--- src/shared/ecoi_pkg.sv ---
// Package for the eight-channel output image block: offsets, widths, timing.
// Assumes a single 250 MHz clock and a byte-wide output image write port.
package ecoi_pkg;
    localparam int          CLK_HZ          = 250_000_000;
    localparam int          BLINK_HZ        = 2;
    // Half period of the blink toggles the lamp phase
    localparam int          BLINK_HALF_CYC  = CLK_HZ / (2 * BLINK_HZ);
    localparam int          NUM_CH          = 8;
    localparam logic [0:0]  OUT_IMAGE_OFS   = 1'h0;
    localparam logic [7:0]  OUT_IMAGE_RST   = 8'h00;

    typedef struct packed {
        logic bus_ok;
        logic module_err;
        logic supply_fail;
        logic config_err;
    } ecoi_health_t;

    typedef struct packed {
        logic run;
        logic fault;
    } ecoi_lamps_t;
endpackage

--- src/design/ecoi_output_image.sv ---
// Eight-channel output image: one written byte drives eight outputs and lamps.
// Assumes the write port shares i_clk; health inputs are pins of other domains.
`timescale 1ns/1ps
`default_nettype none
module ecoi_output_image #(
    parameter int BLINK_HALF = ecoi_pkg::BLINK_HALF_CYC
) (
    input  wire logic                  i_clk,
    input  wire logic                  i_resetn,
    input  wire logic                  i_wr_en,
    input  wire logic [0:0]            i_wr_addr,
    input  wire logic [7:0]            i_wr_data,
    input  wire ecoi_pkg::ecoi_health_t i_health,
    output logic [7:0]                 o_outputs,
    output logic [7:0]                 o_ch_lamps,
    output ecoi_pkg::ecoi_lamps_t      o_lamps
);
    import ecoi_pkg::*;

    ////////////////////////////////////////////////////////////////////////
    // Health pins pass two flops; write port is same-domain logic
    ecoi_health_t h_s1_q, h_s1_d;
    ecoi_health_t h_s2_q, h_s2_d;

    // Reset reads as bus down, so the fault lamp shows until the pins are seen
    always_comb begin
        h_s1_d = i_health;
        h_s2_d = h_s1_q; // Nothing else reads the first flop
    end

    always_ff @(posedge i_clk) begin
        if (!i_resetn) begin
            h_s1_q <= '0;
            h_s2_q <= '0;
        end else begin
            h_s1_q <= h_s1_d;
            h_s2_q <= h_s2_d;
        end
    end

    ////////////////////////////////////////////////////////////////////////
    // Output image byte
    logic [7:0] image_q, image_d;
    always_comb begin
        image_d = image_q;
        if (i_wr_en && i_wr_addr == OUT_IMAGE_OFS) begin
            image_d = i_wr_data;
        end
        // Writes to any other offset fall through and leave the byte alone
    end

    always_ff @(posedge i_clk) begin
        if (!i_resetn) begin
            image_q <= OUT_IMAGE_RST;
        end else begin
            image_q <= image_d;
        end
    end

    // No read path exists: the block contributes nothing to the input area
    // Output bits and their lamps share one flop each, so they cannot disagree
    for (genvar n = 0; n < NUM_CH; n++) begin : g_ch
        assign o_outputs[n]  = image_q[n];
        assign o_ch_lamps[n] = image_q[n];
        ch_take_a: assert property (@(posedge i_clk) disable iff (!i_resetn)
            i_wr_en && i_wr_addr == OUT_IMAGE_OFS |=> o_outputs[n] == $past(i_wr_data[n]))
            else $error("channel bit not taken from its data bit");
    end

    ////////////////////////////////////////////////////////////////////////
    // Blink divider, 2 Hz square wave
    logic [27:0] blink_cnt_q, blink_cnt_d;
    logic        phase_q, phase_d;
    always_comb begin
        blink_cnt_d = blink_cnt_q + 28'h000_0001;
        phase_d     = phase_q;
        if (blink_cnt_q >= 28'(BLINK_HALF - 1)) begin
            blink_cnt_d = 28'h000_0000;
            phase_d     = ~phase_q;
        end
    end

    always_ff @(posedge i_clk) begin
        if (!i_resetn) begin
            blink_cnt_q <= 28'h000_0000;
            phase_q     <= 1'b0;
        end else begin
            blink_cnt_q <= blink_cnt_d;
            phase_q     <= phase_d;
        end
    end

    // Watch-side age of the lamp phase, kept apart from the divider so the rate
    // check does not just restate the divider's own compare
    logic        phase_last_q, phase_last_d;
    logic [27:0] phase_age_q, phase_age_d;

    always_comb begin
        phase_last_d = phase_q;
        phase_age_d  = phase_age_q + 28'h000_0001;
        if (phase_q != phase_last_q) begin
            phase_age_d = 28'h000_0000;
        end
    end

    always_ff @(posedge i_clk) begin
        if (!i_resetn) begin
            phase_last_q <= 1'b0;
            phase_age_q  <= 28'h000_0000;
        end else begin
            phase_last_q <= phase_last_d;
            phase_age_q  <= phase_age_d;
        end
    end

    ////////////////////////////////////////////////////////////////////////
    // Lamp decode; supply failure outranks everything since lamps lose power
    ecoi_lamps_t lamps_q, lamps_d;
    always_comb begin
        if (h_s2_q.supply_fail) begin
            lamps_d = '{run: 1'b0, fault: 1'b0};
        end else if (h_s2_q.config_err) begin
            lamps_d = '{run: phase_q, fault: phase_q};
        end else if (!h_s2_q.bus_ok) begin
            lamps_d = '{run: 1'b0, fault: 1'b1};
        end else if (h_s2_q.module_err) begin
            lamps_d = '{run: 1'b1, fault: 1'b1};
        end else begin
            lamps_d = '{run: 1'b1, fault: 1'b0};
        end
    end

    // One more register keeps the lamps clean while the decode inputs settle
    always_ff @(posedge i_clk) begin
        if (!i_resetn) begin
            lamps_q <= '0;
        end else begin
            lamps_q <= lamps_d;
        end
    end
    assign o_lamps = lamps_q;

    ////////////////////////////////////////////////////////////////////////
    // Checks
    // Reset disables all but lamp_follow_a and the check that watches reset itself
    write_takes_a: assert property (@(posedge i_clk) disable iff (!i_resetn)
        i_wr_en && i_wr_addr == OUT_IMAGE_OFS |=> o_outputs == $past(i_wr_data))
        else $error("output byte not taken");

    addr_ignored_a: assert property (@(posedge i_clk) disable iff (!i_resetn)
        i_wr_en && i_wr_addr != OUT_IMAGE_OFS |=> $stable(o_outputs))
        else $error("write to unmapped offset changed outputs");

    hold_image_a: assert property (@(posedge i_clk) disable iff (!i_resetn)
        !i_wr_en |=> $stable(o_outputs))
        else $error("outputs changed without write");

    lamp_follow_a: assert property (@(posedge i_clk)
        o_ch_lamps == o_outputs)
        else $error("channel lamp differs from output");

    reset_off_a: assert property (@(posedge i_clk)
        !i_resetn |=> o_outputs == 8'h00)
        else $error("outputs not off after reset");

    // Lamp checks take the synchronised health, one register ahead of the lamps,
    // so this one pins down what that health is
    sync_delay_a: assert property (@(posedge i_clk) disable iff (!i_resetn)
        $past(i_resetn, 2) |-> h_s2_q == $past(i_health, 2))
        else $error("health synchroniser delay wrong");

    run_ok_a: assert property (@(posedge i_clk) disable iff (!i_resetn)
        h_s2_q.bus_ok && !h_s2_q.module_err && !h_s2_q.supply_fail && !h_s2_q.config_err
        |=> o_lamps.run && !o_lamps.fault)
        else $error("healthy lamps wrong");

    mod_err_a: assert property (@(posedge i_clk) disable iff (!i_resetn)
        h_s2_q.bus_ok && h_s2_q.module_err && !h_s2_q.supply_fail && !h_s2_q.config_err
        |=> o_lamps.run && o_lamps.fault)
        else $error("module error lamps wrong");

    bus_down_a: assert property (@(posedge i_clk) disable iff (!i_resetn)
        !h_s2_q.bus_ok && !h_s2_q.supply_fail && !h_s2_q.config_err
        |=> !o_lamps.run && o_lamps.fault)
        else $error("bus down lamps wrong");

    supply_dark_a: assert property (@(posedge i_clk) disable iff (!i_resetn)
        h_s2_q.supply_fail |=> o_lamps == '0)
        else $error("lamps lit on supply failure");

    blink_sync_a: assert property (@(posedge i_clk) disable iff (!i_resetn)
        h_s2_q.config_err && !h_s2_q.supply_fail |=> o_lamps.run == o_lamps.fault)
        else $error("config blink not together");

    blink_phase_a: assert property (@(posedge i_clk) disable iff (!i_resetn)
        h_s2_q.config_err && !h_s2_q.supply_fail |=> o_lamps.run == $past(phase_q))
        else $error("config lamps not on blink phase");

    blink_bound_a: assert property (@(posedge i_clk) disable iff (!i_resetn)
        blink_cnt_q < 28'(BLINK_HALF))
        else $error("blink divider ran past its half period");

    // The first half period after reset reads one longer, as the age starts
    // counting at the reset phase rather than at a toggle
    blink_slow_a: assert property (@(posedge i_clk) disable iff (!i_resetn)
        phase_age_q <= 28'(BLINK_HALF))
        else $error("blink phase held too long");

    blink_fast_a: assert property (@(posedge i_clk) disable iff (!i_resetn)
        phase_q != phase_last_q |-> phase_age_q >= 28'(BLINK_HALF - 1))
        else $error("blink phase toggled too soon");
endmodule
`default_nettype wire

--- config.mk ---
export PLATFORM = sky130hd
export DESIGN_NAME = ecoi_output_image
export DESIGN_NICKNAME = d
export VERILOG_FILES = /design/src/shared/ecoi_pkg.sv /design/src/design/ecoi_output_image.sv
export SDC_FILE = /design/constraint.sdc
export NUM_CORES = 1
export LEC_CHECK = 0
export ABC_AREA = 1
export BUFFER_PORTS_ARGS = -buffer_cell sky130_fd_sc_hd__buf_2
export CORE_UTILIZATION = 50
export DETAILED_ROUTE_END_ITERATION = 10
export PLACE_DENSITY_LB_ADDON = 0.12
export SKIP_LAST_GASP = 1
export SYNTH_ARGS = -nofsm -noshare
export SYNTH_HDL_FRONTEND = slang
export SYNTH_SLANG_ARGS = --single-unit
--- constraint.sdc ---
create_clock -name i_clk -period 1.9 [get_ports i_clk]
set_input_delay 0.095 -clock i_clk [delete_from_list [all_inputs] [get_ports i_clk]]
set_output_delay 0.095 -clock i_clk [all_outputs]
set_load 0.01 [all_outputs]
==> impl_metrics.toml <==
[timing]
setup_tns_ns = 0
report.final.slew_viol_count = 0
fin_crit_ns = 1.585
max_freq_ghz = 0.6310
setup_viol = 0
hold_viol = 0
layout_worst_path_cycle_share = 0.8341
fin_worst_skew_ns = 0.007648
rsz0062_at_grt = "false"

[routing]
wirelength_mm = 4.398
drtAntennaViolNets = 0
drcViolationCount = 0
via_per_inst = 4.812
vias = 1920
avgRoutedWirePerCell_um = 11.02
drt-pass1-iter-count = 4
drt_iter0_markers = 92

[layout]
final_area_mm2 = 0.002537
n_antenna_cell = 0
drive_gt1_frac = 0.1777
area_growth_pct = 13.61
utilization = 0.6123
nNetsFinal = 365

[pwr]
swShare = 0.2252
power_switching_uw = 424.2
leakage_nw = 1.036
power_density_mw_per_mm2 = 742.2
pwr-share-seq = 0.543
comb_power_share = 0.060
internal_power_mw = 1.459
pwr-share-clk = 0.397
ir_drop_uv = 454.3

[placed_design]
dpl_cell_area_mm2 = 0.002381
gp_congestion = 0.8694
io_buffer_count = 33
dp_hpwl_mm = 3.220

[critical_path]
cp-start-kind = "flip-flop"
cp_common_cell = "nand2_1"
cp.depth = 8
required_ns = 2.13
cp.arrival_ns = 1.81
cp_top_family = "simple AND/OR/NAND/NOR gates"
crit_chain = "ha_1 > nand2_1 > nor2_4 > nand3_1 > nand2_1 > nand2_2 > nand3_4 > a21oi_1"
worstSetupPathType = "flip-flop to flip-flop"
worstSetupEndpointType = "flip-flop"
reg2reg_depth = 8
cp_slowest_stage_delay_ns = 0.33
cp_slowest_cell = "dfxtp_1"
cp_num_buf_inv = 0
cp_max_fo = 26

[global_route]
grt_pass1_wl_mm = 7.155
grt_use_total = 0.2087
grt_overflow_total = 0
grt_start_max_net_pins = 27
grt_pass1_vias = 1629
antenna_found_initial = 0

[yosys]
ys.flop_type = "dfxtp_1"
syn_area_mm2 = 0.002233
ys_warn_count = 0
synth_edf_count = 0
synthTopCellsByArea = "dfxtp_1, nand2_1, nor2_1"
seq_area_frac_synth = 0.4213
synthTopCellsByCount = "nand2_1, nor2_1, dfxtp_1, inv_1, nand3_1"
async_flop_share = 0
synth.distinct_cells = 30
synth_top_area_share = 0.4213
netlist_instances = 314
synth_largest_area_cell = "dfxtp_1"
synth_most_common_cell = "nand2_1"
synth_seq_cells = 47
syn_avg_cell_area_um2 = 7.113

[die]
die-area_mm2 = 0.004738
io_pins = 34
row_count = 23
die_w_um = 68.84
dieHeight_um = 68.84
initial_core_util = 0.5389
core-area_mm2 = 0.004144

[cts]
cts-root-buf = "clkbuf_8"
clk_pin_slew_ns = 0.09
cts_tree = "done"
postCtsSetupBuffers = 0
worstSkewPairLatency_ns = 0.30
clock_path_buffers = 2
numCtsBuffers = 5
clock_sinks = 47
h-tree-depth = 2

[flow_run]
maxCapViolCount = 0

[run_status]
status = "finished, final reports clean"

[min_path]
hold_depth = 3
hold_path.class = "input pin to flip-flop"
logic make-up after synthesis:
kind of cell / share of synthesized area
xor gates and xnor gates: 0.04314
other: 0.001679
DFF: 0.4213
buffers and inverters: 0.1064
adders and majority gates: 0.005601
and+or+nand+nor: 0.3479
AOI/OAI and AO/OA: 0.07395
layer usage:
metal  global-route usage  wire (µm)
met1               0.2750       2152
met2               0.3297       1974
met3              0.05428        187
met4              0.07143         84
met5                    0          0
tightest hold or removal path, cell delays in order:
cell,delay [ns]
buf_2,0.07
nor2_1,0.03
nor2_1,0.08
power groups by stage:
| stage | combinational, mW | sequential (mW) | clock (mW) |
|---|---|---|---|
| finish | 0.112 | 1.02 | 0.749 |
| global route | 0.127 | 1.03 | 0.804 |
| CTS | 0.112 | 1.02 | 0.764 |
| detailed placement | 0.106 | 1.05 | 0 |
| global placement | 0.105 | 1.05 | 0 |
| floorplan | 0.0685 | 1.05 | 0 |
cell usage in the layout, fill, tap and decap left out:
cell type and n:
a21oi_1 7, a21oi_2 6, a21oi_4 1, a31oi_1 1
buf_2 33, buf_4 1, bufinv_16 1, clkbuf_8 5
clkinv_4 1, conb_1 2, dfxtp_1 47, dlygate4sd3_1 4
ha_1 1, inv_1 37, inv_2 2, inv_6 1
nand2_1 74, nand2_2 3, nand2_4 1, nand3_1 18
nand3_4 1, nand3b_1 1, nand4_1 4, nor2_1 63
nor2_2 2, nor2_4 3, nor3_1 3, nor3b_2 1
o21ai_0 11, or2_0 2, or2_1 1, xnor2_1 5
xor2_1 6
final cells by class:
class / count / area [µm²]
fill: 391 / 1607
clock buffer: 5 / 68.82
multi-input combinational: 217 / 1059
timing repair buffer: 38 / 212.7
sequential: 47 / 940.9
tap: 50 / 62.56
clock inverter: 3 / 47.55
inverter: 39 / 146.4
flip-flops by register name, indices dropped and copies added, names as in the netlist:
signal        count
blink_cnt_q      28
h_s1_q            4
h_s2_q            4
o_ch_lamps        8
o_lamps           2
phase_last_d      1
worst paths after layout:
check / from / end / slack [ns]
worst max-delay path: blink_cnt_q[0] / blink_cnt_q[22] / 0.32
worst min-delay path: i_wr_data[6] / o_ch_lamps[6] / 0.01
worst max register to register: blink_cnt_q[0] / blink_cnt_q[22] / 0.32
worst min register to register: h_s1_q[1] / h_s2_q[1] / 0.42
timing repair:
action,4_1_cts,5_1_grt
endpoints found under the hold margin,4,0
gates resized for setup,0,0
hold buffers,4,0
stage by stage:
stage	instances	hold WS (ns)	worst slack, ns	total power, mW
after floorplan	315	0.1926	0.5128	1.121
after global placement	387	0.2768	0.3752	1.150
after detailed placement	387	0.2809	0.3259	1.152
after CTS	399	0.006787	0.3099	1.900
after global routing	399	0.02010	0.1166	1.959
final	399	0.01311	0.3152	1.883
No activity file was read; power rests on OpenSTA's default activity.
